==> src/inc/cmdt_consts.svh <==
`ifndef CMDT_CONSTS_SVH
`define CMDT_CONSTS_SVH
// Overview of operation
// Compare match raises a DMA request only while request enable bit 4 is 1.
// Clock select 00/01/10/11 divides the peripheral clock by 4/8/16/64.
// With count start set, the counter advances once per divided tick.
// Match counter is a 16-bit up-counter readable by software.
// On equality the counter wraps to zero, sets the flag, keeps counting.
// Reset loads the match counter with zero.
// A writable 16-bit period constant sets the compare match period.
// Reset loads the period constant with all ones.
// Match signal fires on the next tick after equality, as counter hits zero.
// Software can only clear the match flag with a 0; writing 1 does nothing.
// Reserved status bits 6, 5, 3, 2 read as zero; software writes zero.
// Flag clears only on a 0 write after reading the flag as 1.
// Count start bit 0 halts counting at 0, counts at 1, resets to 0.
// Compare match never raises a processor interrupt, only DMA requests.
// One DMA request pulse, one clock long, per match while enabled.
`define CMDT_ADDR_W 8
`define CMDT_DATA_W 16
`define CMDT_OFF_START 8'h00
`define CMDT_OFF_CSR 8'h04
`define CMDT_OFF_CNT 8'h08
`define CMDT_OFF_COR 8'h0c
`define CMDT_OFF_IST 8'h10
`define CMDT_OFF_IMSK 8'h14
`define CMDT_BIT_STR 0
`define CMDT_BIT_FLAG 7
`define CMDT_BIT_DREQ 4
`define CMDT_CKS_HI 1
`define CMDT_CKS_LO 0
`define CMDT_CNT_RST 16'h0000
`define CMDT_COR_RST 16'hffff
`define CMDT_CKS_DIV4 2'h0
`define CMDT_CKS_DIV8 2'h1
`define CMDT_CKS_DIV16 2'h2
`define CMDT_DIV4_LAST 6'h03
`define CMDT_DIV8_LAST 6'h07
`define CMDT_DIV16_LAST 6'h0f
`define CMDT_DIV64_LAST 6'h3f
`define CMDT_PRE_W 6
`define CMDT_EV_WRUN 0
`define CMDT_EV_BEHIND 1
`define CMDT_EV_W 2
`endif

==> src/inc/cmdt_pkg.sv <==
package cmdt_pkg;
  typedef logic [1:0] cmdt_cks_t;
  typedef logic [1:0] cmdt_ev_t;
endpackage : cmdt_pkg

==> src/inc/cmdt_if.sv <==
interface cmdt_if;
  import cmdt_pkg::*;
  cmdt_cks_t sel;
  logic run;
  logic tick;
  modport ctl (output sel, output run, input tick);
  modport pre (input sel, input run, output tick);
endinterface : cmdt_if

==> src/logic/cmdt_top.sv <==
// Local design decisions: the placing of the registers and strobed register access.
`include "cmdt_consts.svh"
module cmdt_top import cmdt_pkg::*; #(
  parameter int CNT_W = 16
) (
  // Clock and reset
  input wire logic clk,
  input wire logic reset,
  // Register port
  input wire logic [`CMDT_ADDR_W-1:0] addr,
  input wire logic [`CMDT_DATA_W-1:0] wdata,
  input wire logic wr,
  input wire logic rd,
  output logic [`CMDT_DATA_W-1:0] rdata,
  // DMA controller side
  output logic dma_req,
  // Processor interrupt, usage faults only
  output logic irq
);
  if (CNT_W < 2 || CNT_W > `CMDT_DATA_W) begin : g_bad_cnt
    $error("cmdt_top: CNT_W must lie between 2 and the data width");
  end

  // ----------------------------------------
  // State
  // ----------------------------------------
  typedef struct packed {
    logic start;
    logic dreq_en;
    cmdt_cks_t cks;
    logic flag;
    logic armed;
    logic [CNT_W-1:0] cnt;
    logic [CNT_W-1:0] period;
    cmdt_ev_t ist;
    cmdt_ev_t imask;
    logic match;
    logic [`CMDT_DATA_W-1:0] rdata;
    logic dma_req;
    logic irq;
  } cmdt_st_t;

  cmdt_st_t s_q, s_d;

  function automatic logic hit(input logic [`CMDT_ADDR_W-1:0] a,
                               input logic [`CMDT_ADDR_W-1:0] off);
    hit = (a == off);
  endfunction : hit

  // ----------------------------------------
  // Decode
  // ----------------------------------------
  logic wr_start;
  logic wr_csr;
  logic wr_cnt;
  logic wr_cor;
  logic wr_ist;
  logic wr_imsk;
  logic rd_csr;
  logic [CNT_W-1:0] wnum;
  cmdt_ev_t ev;

  assign wr_start = wr && hit(addr, `CMDT_OFF_START);
  assign wr_csr = wr && hit(addr, `CMDT_OFF_CSR);
  assign wr_cnt = wr && hit(addr, `CMDT_OFF_CNT);
  assign wr_cor = wr && hit(addr, `CMDT_OFF_COR);
  assign wr_ist = wr && hit(addr, `CMDT_OFF_IST);
  assign wr_imsk = wr && hit(addr, `CMDT_OFF_IMSK);
  assign rd_csr = rd && hit(addr, `CMDT_OFF_CSR);
  assign wnum = wdata[CNT_W-1:0];

  // Counter and period writes during counting are not synchronised to the count, so flag them
  assign ev[`CMDT_EV_WRUN] = s_q.start && (wr_cnt || wr_cor);
  // New period below the count makes the counter run round its full range
  assign ev[`CMDT_EV_BEHIND] = s_q.start && wr_cor && (wnum < s_q.cnt);

  // ----------------------------------------
  // Prescaler
  // ----------------------------------------
  cmdt_if u_if ();

  assign u_if.sel = s_q.cks;
  assign u_if.run = s_q.start;

  cmdt_prescaler #(
    .PRE_W(`CMDT_PRE_W)
  ) u_pre (
    .clk(clk),
    .reset(reset),
    .pif(u_if.pre)
  );

  // ----------------------------------------
  // Next state
  // ----------------------------------------
  always_comb begin
    s_d = s_q;
    s_d.match = 1'b0;
    s_d.dma_req = 1'b0;
    s_d.rdata = '0;

    // Counting; match only on the tick that wraps to zero
    if (s_q.start && u_if.tick) begin
      if (s_q.cnt == s_q.period) begin
        s_d.cnt = '0;
        s_d.match = 1'b1;
      end else begin
        s_d.cnt = s_q.cnt + CNT_W'(1);
      end
    end
    // Software write wins over a tick in the same cycle
    if (wr_cnt) begin
      s_d.cnt = wnum;
    end
    if (wr_cor) begin
      s_d.period = wnum;
    end

    if (wr_start) begin
      s_d.start = wdata[`CMDT_BIT_STR];
    end

    // Control and flag; reserved bits are not stored
    if (wr_csr) begin
      s_d.dreq_en = wdata[`CMDT_BIT_DREQ];
      s_d.cks = {wdata[`CMDT_CKS_HI], wdata[`CMDT_CKS_LO]};
      if (!wdata[`CMDT_BIT_FLAG] && s_q.armed) begin
        s_d.flag = 1'b0;
      end
      s_d.armed = 1'b0;
    end
    if (rd_csr && s_q.flag) begin
      s_d.armed = 1'b1;
    end
    // Setting wins over a clear in the same cycle
    if (s_d.match) begin
      s_d.flag = 1'b1;
    end

    // Request goes only to the DMA controller
    s_d.dma_req = s_d.match && s_q.dreq_en;

    // Usage fault events, write one to clear, set wins
    if (wr_ist) begin
      s_d.ist = s_q.ist & ~wdata[`CMDT_EV_W-1:0];
    end
    s_d.ist = s_d.ist | ev;
    if (wr_imsk) begin
      s_d.imask = wdata[`CMDT_EV_W-1:0];
    end
    s_d.irq = |(s_d.ist & s_d.imask);

    // Read data, one cycle after the strobe; unmapped reads zero
    if (rd) begin
      if (hit(addr, `CMDT_OFF_START)) begin
        s_d.rdata[`CMDT_BIT_STR] = s_q.start;
      end else if (hit(addr, `CMDT_OFF_CSR)) begin
        s_d.rdata[`CMDT_BIT_FLAG] = s_q.flag;
        s_d.rdata[`CMDT_BIT_DREQ] = s_q.dreq_en;
        s_d.rdata[`CMDT_CKS_HI] = s_q.cks[1];
        s_d.rdata[`CMDT_CKS_LO] = s_q.cks[0];
      end else if (hit(addr, `CMDT_OFF_CNT)) begin
        s_d.rdata = `CMDT_DATA_W'(s_q.cnt);
      end else if (hit(addr, `CMDT_OFF_COR)) begin
        s_d.rdata = `CMDT_DATA_W'(s_q.period);
      end else if (hit(addr, `CMDT_OFF_IST)) begin
        s_d.rdata = `CMDT_DATA_W'(s_q.ist);
      end else if (hit(addr, `CMDT_OFF_IMSK)) begin
        s_d.rdata = `CMDT_DATA_W'(s_q.imask);
      end
    end
  end

  // ----------------------------------------
  // Registers
  // ----------------------------------------
  always_ff @(posedge clk or posedge reset) begin
    if (reset) begin
      s_q <= '0;
      s_q.cnt <= CNT_W'(`CMDT_CNT_RST);
      s_q.period <= CNT_W'(`CMDT_COR_RST);
    end else begin
      s_q <= s_d;
    end
  end

  assign rdata = s_q.rdata;
  assign dma_req = s_q.dma_req;
  assign irq = s_q.irq;

  // ----------------------------------------
  // Checks
  // ----------------------------------------
  property p_req_needs_en;
    @(posedge clk) disable iff (reset)
    s_q.dma_req |-> $past(s_q.dreq_en) && s_q.match;
  endproperty
  a_req_needs_en: assert property (p_req_needs_en)
    else $error("DMA request without enable");

  property p_req_on_match;
    @(posedge clk) disable iff (reset)
    s_q.match && $past(s_q.dreq_en) |-> s_q.dma_req ##1 !s_q.dma_req;
  endproperty
  a_req_on_match: assert property (p_req_on_match)
    else $error("DMA request not a single pulse per match");

  property p_count_step;
    @(posedge clk) disable iff (reset)
    $past(s_q.start && u_if.tick && s_q.cnt != s_q.period && !wr_cnt)
    |-> s_q.cnt == CNT_W'($past(s_q.cnt) + CNT_W'(1));
  endproperty
  a_count_step: assert property (p_count_step)
    else $error("counter did not step by one on tick");

  property p_halt;
    @(posedge clk) disable iff (reset)
    $past(!s_q.start && !wr_cnt) |-> $stable(s_q.cnt);
  endproperty
  a_halt: assert property (p_halt)
    else $error("counter moved while halted");

  property p_wrap;
    @(posedge clk) disable iff (reset)
    s_q.match && !$past(wr_cnt) |-> s_q.cnt == '0 && s_q.flag;
  endproperty
  a_wrap: assert property (p_wrap)
    else $error("match without wrap to zero and flag");

  property p_match_late;
    @(posedge clk) disable iff (reset)
    s_q.match |-> $past(s_q.cnt == s_q.period && u_if.tick && s_q.start);
  endproperty
  a_match_late: assert property (p_match_late)
    else $error("match not on the tick after equality");

  property p_flag_rise;
    @(posedge clk) disable iff (reset)
    $rose(s_q.flag) |-> s_q.match;
  endproperty
  a_flag_rise: assert property (p_flag_rise)
    else $error("flag set by software");

  property p_flag_clear;
    @(posedge clk) disable iff (reset)
    $fell(s_q.flag) |-> $past(wr_csr && !wdata[`CMDT_BIT_FLAG] && s_q.armed);
  endproperty
  a_flag_clear: assert property (p_flag_clear)
    else $error("flag cleared without prior read of one");

  property p_reserved;
    @(posedge clk) disable iff (reset)
    $past(rd_csr) |-> s_q.rdata[6:5] == 2'h0 && s_q.rdata[3:2] == 2'h0
                      && s_q.rdata[15:8] == 8'h00;
  endproperty
  a_reserved: assert property (p_reserved)
    else $error("reserved status bits not zero");

  property p_reset_vals;
    @(posedge clk) disable iff (reset)
    $past(reset) |-> s_q.cnt == '0 && s_q.period == '1 && !s_q.start;
  endproperty
  a_reset_vals: assert property (p_reset_vals)
    else $error("wrong values after reset");

  property p_no_match_irq;
    @(posedge clk) disable iff (reset)
    $rose(s_q.irq) |-> $past(ev != '0 || wr_imsk);
  endproperty
  a_no_match_irq: assert property (p_no_match_irq)
    else $error("interrupt raised without a usage fault");

  property p_period_reset;
    @(posedge clk) disable iff (reset)
    $past(reset) |=> s_q.period == '1 || $past(wr_cor);
  endproperty
  a_period_reset: assert property (p_period_reset)
    else $error("period not all ones after reset");

  // ----------------------------------------
  // Register write and link checks
  // ----------------------------------------
  // Read data must not linger, the bus has no select to qualify it
  property p_rdata_idle;
    @(posedge clk) disable iff (reset)
    !$past(rd) |-> s_q.rdata == '0;
  endproperty
  a_rdata_idle: assert property (p_rdata_idle)
    else $error("read data not zero outside a read");

  // Ticks are at least four clocks apart, so requests are too
  property p_req_gap;
    @(posedge clk) disable iff (reset)
    s_q.dma_req |=> !s_q.dma_req [*3];
  endproperty
  a_req_gap: assert property (p_req_gap)
    else $error("DMA requests closer than four clocks");

  property p_armed_drop;
    @(posedge clk) disable iff (reset)
    $past(wr_csr) |-> !s_q.armed;
  endproperty
  a_armed_drop: assert property (p_armed_drop)
    else $error("clear stayed armed after a control write");

  property p_arm_on_read;
    @(posedge clk) disable iff (reset)
    $past(rd_csr && s_q.flag) |-> s_q.armed;
  endproperty
  a_arm_on_read: assert property (p_arm_on_read)
    else $error("read of a set flag did not arm the clear");

  property p_cnt_load;
    @(posedge clk) disable iff (reset)
    $past(wr_cnt) |-> s_q.cnt == $past(wnum);
  endproperty
  a_cnt_load: assert property (p_cnt_load)
    else $error("counter not loaded by a write");

  property p_cor_load;
    @(posedge clk) disable iff (reset)
    $past(wr_cor) |-> s_q.period == $past(wnum);
  endproperty
  a_cor_load: assert property (p_cor_load)
    else $error("period not loaded by a write");

  property p_start_load;
    @(posedge clk) disable iff (reset)
    $past(wr_start) |-> s_q.start == $past(wdata[`CMDT_BIT_STR]);
  endproperty
  a_start_load: assert property (p_start_load)
    else $error("count start not loaded by a write");

  property p_ctl_load;
    @(posedge clk) disable iff (reset)
    $past(wr_csr) |-> s_q.dreq_en == $past(wdata[`CMDT_BIT_DREQ])
                      && s_q.cks == $past({wdata[`CMDT_CKS_HI], wdata[`CMDT_CKS_LO]});
  endproperty
  a_ctl_load: assert property (p_ctl_load)
    else $error("control fields not loaded by a write");

  property p_flag_hold;
    @(posedge clk) disable iff (reset)
    s_q.flag && !(wr_csr && !wdata[`CMDT_BIT_FLAG] && s_q.armed) |=> s_q.flag;
  endproperty
  a_flag_hold: assert property (p_flag_hold)
    else $error("flag dropped without an armed clear");
endmodule : cmdt_top

==> src/logic/cmdt_prescaler.sv <==
`include "cmdt_consts.svh"
module cmdt_prescaler import cmdt_pkg::*; #(
  parameter int PRE_W = `CMDT_PRE_W
) (
  // Clock and reset
  input wire logic clk,
  input wire logic reset,
  // Timer side
  cmdt_if.pre pif
);
  if (PRE_W < `CMDT_PRE_W) begin : g_bad_width
    $error("cmdt_prescaler: PRE_W too small for divide by 64");
  end

  typedef struct packed {
    logic [PRE_W-1:0] cnt;
    logic tick;
  } cmdt_pre_st_t;

  cmdt_pre_st_t s_q, s_d;
  logic [PRE_W-1:0] lim;

  function automatic logic [PRE_W-1:0] div_last(input cmdt_cks_t sel);
    case (sel)
      `CMDT_CKS_DIV4: div_last = PRE_W'(`CMDT_DIV4_LAST);
      `CMDT_CKS_DIV8: div_last = PRE_W'(`CMDT_DIV8_LAST);
      `CMDT_CKS_DIV16: div_last = PRE_W'(`CMDT_DIV16_LAST);
      default: div_last = PRE_W'(`CMDT_DIV64_LAST);
    endcase
  endfunction : div_last

  assign lim = div_last(pif.sel);

  // Divider restarts on stop so the first tick comes a full period late
  always_comb begin
    s_d = s_q;
    s_d.tick = 1'b0;
    if (!pif.run) begin
      s_d.cnt = '0;
    end else if (s_q.cnt >= lim) begin
      s_d.cnt = '0;
      s_d.tick = 1'b1;
    end else begin
      s_d.cnt = s_q.cnt + PRE_W'(1);
    end
  end

  always_ff @(posedge clk or posedge reset) begin
    if (reset) begin
      s_q <= '0;
    end else begin
      s_q <= s_d;
    end
  end

  assign pif.tick = s_q.tick;

  property p_tick_at_limit;
    @(posedge clk) disable iff (reset)
    s_q.tick |-> $past(s_q.cnt) >= $past(lim) && s_q.cnt == '0;
  endproperty
  a_tick_at_limit: assert property (p_tick_at_limit) else $error("tick off divider limit");
endmodule : cmdt_prescaler

==> config.mk <==
export PLATFORM = sky130hd
export DESIGN_NAME = cmdt_top
export DESIGN_NICKNAME = d
export VERILOG_FILES = /design/src/inc/cmdt_pkg.sv /design/src/inc/cmdt_if.sv /design/src/logic/cmdt_top.sv /design/src/logic/cmdt_prescaler.sv
export VERILOG_INCLUDE_DIRS = /design/src /design/src/inc
export SDC_FILE = /design/constraint.sdc
export NUM_CORES = 1
export LEC_CHECK = 0
export BUFFER_PORTS_ARGS = -buffer_cell sky130_fd_sc_hd__buf_4
export CELL_PAD_IN_SITES_DETAIL_PLACEMENT = 1
export CELL_PAD_IN_SITES_GLOBAL_PLACEMENT = 2
export CORE_AREA = 2 2 85 128
export CTS_CLUSTER_SIZE = 24
export DETAILED_ROUTE_END_ITERATION = 12
export DIE_AREA = 0 0 87 130
export GPL_ROUTABILITY_DRIVEN = 1
export GPL_TIMING_DRIVEN = 0
export PLACE_DENSITY_LB_ADDON = 0.08
export SLEW_MARGIN = 20
export SYNTH_ARGS = -nofsm -noshare
export SYNTH_HDL_FRONTEND = slang
export SYNTH_HIERARCHICAL = 1
export SYNTH_SLANG_ARGS = --single-unit
==> constraint.sdc <==
create_clock -name clk -period 3.69 [get_ports clk]
set_input_delay 0.1845 -clock clk [delete_from_list [all_inputs] [get_ports clk]]
set_output_delay 0.1845 -clock clk [all_outputs]
set_load 0.05 [all_outputs]
---- Word-level counts from Yosys, hierarchy flattened ----
Cells that the tools add are included.
storage, ports and cells
  register bits ........................... 67
  input port bits ......................... 28
  output and inout port bits .............. 18
  word-level logic and storage cells ...... 83
cells by class
  add/sub/neg operators ................... 2
  order comparisons ....................... 2
  eq/ne operators ......................... 8
  mux-type cells .......................... 29
  bitwise gates (word level) .............. 4
  reductions and logical operators ........ 24
operator list
  operator                 count
  $mux W16                 7
  $pmux W6 S3              1
  $add A16 B1 Y16 const B  1
  $eq A16 B16 Y1           1
  $eq A8 B4 Y1 const B     2
  $eq A8 B5 Y1 const B     2
  $lt A16 B16 Y1           1
  $mux W15                 1
  $logic_and A1 B1 Y1      14
  $mux W2                  7
  $mux W6                  2
  $mux W1                  10
  $eq A8 B3 Y1 const B     1
  $logic_not A8 Y1         1
  $mux W8                  1
  $reduce_bool A2 Y1       4
  $add A6 B1 Y6 const B    1
  $ge A6 B6 Y1             1
  $and A2 B2 Y2            2
  $eq A2 B1 Y1 const B     1
  $eq A2 B2 Y1 const B     1
  $logic_not A2 Y1         1
  $not A2 Y2               1
  $or A2 B2 Y2             1
  other kinds (4)          4

---- Longest topological paths before layout ----
Gate-level depths: netlist of the first run.
  depth after elaboration ................. 8
  depth in mapped cells ................... 8
  depth with buffers taken out ............ 7

---- Modules after synthesis ----
Netlist of the first run, hierarchy kept.
by module, submodules not included
  module          instances  cells each  area each (µm²)  sequential area each (µm²)
  cmdt_top        1          366         3,632.2          1,521.5
  cmdt_prescaler  1          37          379.1            175.2

---- Worst setup path after synthesis of the first run ----
No wires, ideal clock.
  path kind ............................... flip-flop to flip-flop
  start point ............................. reg s_q[46] (netlist name)
  end point ............................... reg s_q, in the netlist irq
  arrival ................................. 1,666 ps
  data required time ...................... 3,569 ps
  setup slack ............................. 1,903 ps
  stages on the path, launching flop included .. 9
  clock period less this slack ............ 1,787 ps
  path through ............................ dfrtp_1 > clkbuf_1 > inv_1 > ha_1 > nand3_1 > a311oi_1 > a21oi_1 > a31o_2 > a22o_1
RTL lines
  what             line            RTL
  start, declared  cmdt_top.sv:43  cmdt_st_t s_q, s_d;

---- Worst setup path in the final report of the first run ----
  start point ............................. reg s_q[42] (netlist name)
  end point ............................... reg s_q[46] (netlist name)
on the way
  longest elaborated chain between the ends .. 4
  elaborated cells between the ends (all ways) .. 5
  those cells by class .................... add/sub: 1; eq/ne: 1; mux: 3
ends and longest elaborated chain
  what                                                      line                              RTL
  $add A16 B1 Y16 / $eq A16 B16 Y1 (equally long branches)  cmdt_top.sv:108, cmdt_top.sv:104
  $mux W16 (*)                                              cmdt_top.sv:104                   if (s_q.cnt == s_q.period) begin
  $mux W16 (*)                                              cmdt_top.sv:103                   if (s_q.start && u_if.tick) begin
  $mux W16 (*)                                              cmdt_top.sv:112                   if (wr_cnt) begin
Every way passes the cells marked *; elsewhere a longest branch is shown, timed or not. The select of a mux whose other input is x is not followed.
A chain may end at the register's enable or synchronous reset.

==> impl_metrics.yaml, run 1 <==
layout:
  drive_gt1_share_pct: 23.6
  fillCellCount: 1168
  final_cell_mix: "buf_4 (62), dfrtp_1 (51), nand2_1 (30)"
  seqCellArea_um2: 1700
  layout_commonest_cell: "buf_4"
  finalNetCount: 510
  syn_to_final_growth_pct: 20.0
  multiInputGateArea_um2: 2020
  n_antenna_cell: 0
worst_setup_path:
  cp_slowest_cell: "nor4_1"
  crit_family: "simple AND/OR/NAND/NOR gates"
  crit_start: "s_q[42]$_DFFE_PP0P_"
  rr_endpoint: "s_q[46]$_DFFE_PP0P_"
  startpoint_type: "register"
  cp.required_ns: 3.88
  cp_max_fo: 10
  ff2ff_setup_slack_ns: 1.30
  cp_num_buf_inv: 1
  crit_cells: 6
  end_kind: "register"
  arrival_ns: 2.57
  cpPeakStageDelay_ns: 0.52
  crit_type: "reg -> reg"
  path_cells: "xor2_1 -> nor4_1 -> nand4_1 -> clkbuf_1 -> a31oi_1 -> o221ai_1"
  r2r_cells: 6
  crit_path_end: "s_q[46]$_DFFE_PP0P_"
  reg2reg_from: "s_q[42]$_DFFE_PP0P_"
clocking:
  cts.repair.resized: 0
  cts_tree: "done"
  numClockSinks: 67
  path_clk_slew_ns: 0.06
  post-cts-setup-buffers: 0
  clk_latency_ns: 0.34
  cts_buffers: 9
  clock-root-buffer: "clkbuf_16"
  hold_buffers: 1
  cts_max_level: 3
  clk_path_buf_depth: 2
global_route:
  antenna_found_initial: 0
  grt_max_degree: 34
  grt_use_total_pct: 22.8
  grt_pass1_wl_um: 19300
  grt_pass1_vias: 3535
  overflow: 0
synthesis:
  synth_mux_area_share_pct: 6.43
  synthFlopType: "dfrtp_1"
  synth_top_family_by_area: "simple AND/OR/NAND/NOR gates"
  synthArstFlopShare_pct: 100
  ys_ff_latch: 67
  synth.top_cell.area_share_pct: 31.8
  syn_area_per_cell_um2: 9.95
  synth-edff-count: 0
  yosysUniqueCellTypes: 53
  synthAdderAreaFrac_pct: 6.55
  synthesis.area_um2: 4010
  syn-num-nets: 452
  ys_seq_area_share_pct: 42.3
  yosys_warnings: 6
  synth_compound_area_share_pct: 14.8
  synth_top_cell_by_area: "dfrtp_1"
  synth-xor-area-share_pct: 4.37
  synthesis.instances: 403
  synth_simple_gate_area_share_pct: 18.2
  ys_top_cells_by_area: "dfrtp_1 (32%), dfstp_2 (10%), ha_1 (6.6%), mux2_1 (6.2%), xor2_1 (3.9%)"
power_and_ir_drop:
  power_density_nw_per_um2: 364
  p_sw_share_pct: 23.8
  power_frac_clock_pct: 48.0
  ir_worst_vdd_v: 0.000287
  power_w: 0.00175
  p_leak_nw: 2.13
  combPwrFrac_pct: 7.5
  p_int_w: 0.00134
  power_switching_w: 0.000417
  seq_power_share_pct: 44.5
job:
  max-cap-violations: 0
place:
  io_buffers: 45
  place_ws_ns: 1.33
  place_congestion: 0.841
  dp_hpwl_um: 9180
drt:
  wl_per_cell_um: 20.9
  remaining_drc_errors: 0
  first_iter_violations: 137
  via_count: 3380
  dr.pass1.iters: 4
  drtAntennaViolNets: 0
  routed_wl_um: 12300
  via_per_inst: 5.77
floorplanning:
  start_util_pct: 38.9
  die_area_um2: 11300
  core_area_um2: 10300
  fp-row-count: 46
  ios: 46
  fp.dieW_um: 87
  die_y_um: 130
sta:
  setup_slack_ns: 1.30
  finalCritPeriodShare_pct: 64.7
  drv_slew: 0
  fmax_mhz: 419
  setup_viol: 0
  slew_headroom_pct: 45.2
  timing_worst_slew_pin_value_ns: 0.801
  tns_ns: 0
  hold_viol: 0
  finalClockSkew_ns: 0.00900
  rsz0062_at_grt: "false"
  final.min_clock_period_ns: 2.39
worst_hold_path:
  hold_path.class: "in -> reg"
  min_from: "wdata[5]"
outcome:
  status: "finished clean"
[worst min-delay path, delay by kind of cell]
family	cells	cell delay, ns
AND/OR/NAND/NOR	1	0.04
buffers and inverters	1	0.09
AO/OA/AOI/OAI	1	0.06
[kinds of logic after synthesis]
logic type      count (synthesis)
xor+xnor                       20
fa+ha+maj                      21
mux                            23
compound gates                 82
buf+inv                        60
simple gates                  130
flops                          67
[worst min-delay path by stage]
stage	slack (ns)	end	cells after the start
2_1_floorplan	-0.01	u_pre/pif.tick$_DFF_PP0_	1
3_3_place_gp	0.15	u_pre/s_q[6]$_DFF_PP0_	2
3_5_place_dp	0.16	u_pre/s_q[6]$_DFF_PP0_	2
4_1_cts	0.07	s_q[44]$_DFFE_PP0P_	3
5_1_grt	0.1	s_q[44]$_DFFE_PP0P_	3
6_report	0.07	s_q[44]$_DFFE_PP0P_	3
[power by group through the flow]
stage | combinational, W | clock (W) | sequential (W)
after floorplan | 0.0000670 | 0 | 0.000786
after global placement | 0.000126 | 0 | 0.000791
after detailed placement | 0.000133 | 0 | 0.000792
after CTS | 0.000135 | 0.000853 | 0.000780
after global routing | 0.000148 | 0.000881 | 0.000782
final | 0.000132 | 0.000842 | 0.000779
[registers in the layout, indices dropped and copies added (netlist names)]
register and cells:
s_q 39, rdata 16, u_pre/s_q 6, u_if.sel 2, dma_req 1, irq 1
u_if.run 1, u_pre/pif.tick 1
[per-layer routing]
layer  global-route usage (%)  vias up  share of wire (%)
li1                         -     1582                  -
met1                     25.8     1714                 39
met2                     42.5       66                 56
met3                     2.85       18                3.1
met4                     8.92        0                2.5
met5                        0        -                  0
[per-stage QoR]
stage               hold WS, ns  utilization (%)  cell area (um^2)  cells
finish                   0.0727             46.7              4810    586
global route             0.0989             46.7              4810    586
CTS                      0.0715             46.7              4810    586
detailed placement        0.165             43.9              4520    569
global placement          0.149             43.7              4500    568
floorplan               -0.0121                -              4010    403
[synthesized netlist by cell type, types with 2 or more instances]
master / n
a222oi_1: 3
o21ai_0: 4
mux2_1: 22
and4_1: 5
a221oi_1: 2
o21ai_1: 9
dfstp_2: 16
nor4_4: 2
buf_2: 7
nor4_1: 10
a21oi_2: 2
a21oi_1: 8
o211ai_1: 7
xnor2_1: 2
a2111o_1: 2
and3_1: 4
ha_1: 21
nor2_1: 25
clkbuf_1: 10
buf_4: 17
dfrtp_1: 51
nor3_1: 5
a31oi_1: 11
a22oi_1: 18
nand2b_1: 3
o221ai_1: 4
and2_1: 8
nand2_1: 30
inv_1: 25
nand3_1: 14
a2111oi_0: 2
a211oi_1: 2
xor2_1: 18
nand4_1: 15
[cell type report]
type | count | share of cell area (%)
clock inverter | 3 | 0.832
inverter | 25 | 2.00
buffer | 35 | 4.24
multi-input combinational | 276 | 41.9
tap | 120 | 3.12
timing repair buffer | 47 | 7.64
sequential | 67 | 35.3
clock buffer | 13 | 4.99
Power figures use the tool's default switching activity.
==> inputs of run 2 (changes only) <==
--- a/config.mk
+++ b/config.mk
@@ -9,10 +9,10 @@
 export BUFFER_PORTS_ARGS = -buffer_cell sky130_fd_sc_hd__buf_4
 export CELL_PAD_IN_SITES_DETAIL_PLACEMENT = 1
 export CELL_PAD_IN_SITES_GLOBAL_PLACEMENT = 2
-export CORE_AREA = 2 2 85 128
+export CORE_AREA = 2 2 87 131
 export CTS_CLUSTER_SIZE = 24
 export DETAILED_ROUTE_END_ITERATION = 12
-export DIE_AREA = 0 0 87 130
+export DIE_AREA = 0 0 89 133
 export GPL_ROUTABILITY_DRIVEN = 1
 export GPL_TIMING_DRIVEN = 0
 export PLACE_DENSITY_LB_ADDON = 0.08
==> constraint.sdc (replaced) <==
create_clock -name clk -period 2.28 [get_ports clk]
set_input_delay 0.114 -clock clk [delete_from_list [all_inputs] [get_ports clk]]
set_output_delay 0.114 -clock clk [all_outputs]
set_load 0.05 [all_outputs]
==> run 2 against run 1 <==
  * Worst setup slack got worse by 1.1 ns
  * Cell count up 4.8%
  * Clock power increased by 73%
  * Combinational power increased by 66%
  * Largest cell class unchanged
==> impl_metrics.yaml, run 2 (synthesis results as in run 1) <==
outcome:
  status: "finished clean"
floorplanning:
  fp.dieW_um: 89
  start_util_pct: 37.1
  die_y_um: 133
  die_area_um2: 11800
  core_area_um2: 10800
  ios: 46
  fp-row-count: 47
worst_hold_path:
  hold_path.class: "in -> reg"
  min_from: "wdata[13]"
clocking:
  numClockSinks: 67
  cts_buffers: 9
  cts_tree: "done"
  path_clk_slew_ns: 0.05
  clk_path_buf_depth: 2
  post-cts-setup-buffers: 0
  clock-root-buffer: "clkbuf_16"
  cts_max_level: 3
  clk_latency_ns: 0.34
layout:
  syn_to_final_growth_pct: 22.6
  drive_gt1_share_pct: 25.5
  post-route-util_pct: 45.5
  regMostFlops: "s_q"
  finalNetCount: 511
  largest_reg_flops: 39
  final_cell_mix: "buf_4 (62), dfrtp_1 (51), nand2_1 (30)"
  n_antenna_cell: 0
  layout_commonest_cell: "buf_4"
drt:
  via_count: 3374
  via_per_inst: 5.50
  dr.pass1.iters: 4
  wl_per_cell_um: 20.0
  remaining_drc_errors: 0
  routed_wl_um: 12300
  drtAntennaViolNets: 0
  first_iter_violations: 124
worst_setup_path:
  path_cells: "xor2_1 -> nor4_2 -> nand4_1 -> clkbuf_2 -> a31oi_1 -> o221ai_1"
  crit_type: "reg -> reg"
  arrival_ns: 2.31
  crit_path_end: "s_q[46]$_DFFE_PP0P_"
  r2r_cells: 6
  ff2ff_setup_slack_ns: 0.17
  startpoint_type: "register"
  end_kind: "register"
  crit_family: "simple AND/OR/NAND/NOR gates"
  cp_max_fo: 10
  rr_endpoint: "s_q[46]$_DFFE_PP0P_"
  cpPeakStageDelay_ns: 0.49
  cp_slowest_cell: "dfrtp_1"
  crit_cells: 6
  cp_num_buf_inv: 1
  reg2reg_from: "s_q[42]$_DFFE_PP0P_"
  cp.required_ns: 2.47
  crit_start: "s_q[42]$_DFFE_PP0P_"
power_and_ir_drop:
  p_sw_share_pct: 23.3
  combPwrFrac_pct: 7.4
  p_leak_nw: 2.15
  ir_worst_vdd_v: 0.000394
  power_switching_w: 0.000687
  p_int_w: 0.00226
  power_w: 0.00294
  seq_power_share_pct: 42.8
  power_density_nw_per_um2: 598
  power_frac_clock_pct: 49.7
global_route:
  grt_max_degree: 36
  overflow: 0
  grt_pass1_vias: 3656
  grt_use_total_pct: 22.3
  grt_pass1_wl_um: 19800
  antenna_found_initial: 0
place:
  io_buffers: 45
  place_congestion: 0.829
  dp_hpwl_um: 9220
sta:
  setup_viol: 0
  finalClockSkew_ns: 0.00702
  slew_headroom_pct: 47.6
  hold_viol: 0
  final.min_clock_period_ns: 2.11
  drv_slew: 0
  fmax_mhz: 473
  timing_worst_slew_pin_value_ns: 0.766
  rsz0062_at_grt: "false"
  finalCritPeriodShare_pct: 92.7
job:
  max-cap-violations: 0
## run 2: final cells by class
cell class	count	area, um^2
fillers	1262	5900
multi-input cells	276	2040
flip-flops and latches	67	1700
repair buffers	49	388
clock buffers	13	270
plain buffers	34	204
well taps	147	184
inverters	25	96.3
clock inverters	3	45.0
## run 2: power by group through the flow
stage | sequential [W] | combinational [W] | clock [W]
detailed placement | 0.00128 | 0.000216 | 0
finish | 0.00126 | 0.000219 | 0.00146
CTS | 0.00126 | 0.000223 | 0.00150
global route | 0.00127 | 0.000245 | 0.00156
global placement | 0.00128 | 0.000207 | 0
floorplan | 0.00127 | 0.000108 | 0
## run 2: metrics by stage
step | cell area [um^2] | hold slack (ns) | setup WS (ns) | instances | setup TNS (ns)
detailed placement | 4560 | 0.102 | -0.0260 | 596 | -0.0415
finish | 4920 | 0.00782 | 0.166 | 614 | 0
global placement | 4530 | 0.0826 | -0.279 | 595 | -12.13
floorplan | 4010 | -0.0826 | 0.493 | 403 | 0
global route | 4920 | 0.00959 | 0.00589 | 614 | 0
CTS | 4910 | 0.000879 | 0.0729 | 614 | 0
## run 2: how the worst min path moves through the flow
stage | cells after the start | end
3_3_place_gp | 2 | u_pre/s_q[6]$_DFF_PP0_
3_5_place_dp | 2 | u_pre/pif.tick$_DFF_PP0_
4_1_cts | 3 | s_q[52]$_DFFE_PP0P_
2_1_floorplan | 1 | u_pre/pif.tick$_DFF_PP0_
5_1_grt | 3 | s_q[48]$_DFFE_PP0P_
6_report | 3 | s_q[52]$_DFFE_PP0P_
## run 2: worst register-to-register path, cell delays in order, from the launching register on
cell	delay [ns]
dfrtp_1	0.49
xor2_1	0.22
nor4_2	0.39
nand4_1	0.22
clkbuf_2	0.28
a31oi_1	0.24
o221ai_1	0.13
## run 2: what timing repair did
| item | 4_1_cts | 5_1_grt |
|---|---|---|
| hold buffers | 3 | 0 |
| endpoints found under the hold margin | 26 | 0 |
| gates resized for setup | 3 | 6 |
| endpoints found under the setup margin | 4 | 11 |
## run 2: metal layers
| layer | wire (um) | up-vias | global-route usage (%) |
|---|---|---|---|
| met3 | 361 | 23 | 4.30 |
| li1 | - | 1598 | - |
| met2 | 6740 | 76 | 39.3 |
| met1 | 4800 | 1677 | 26.0 |
| met4 | 363 | 0 | 8.71 |
| met5 | 0 | - | 0 |
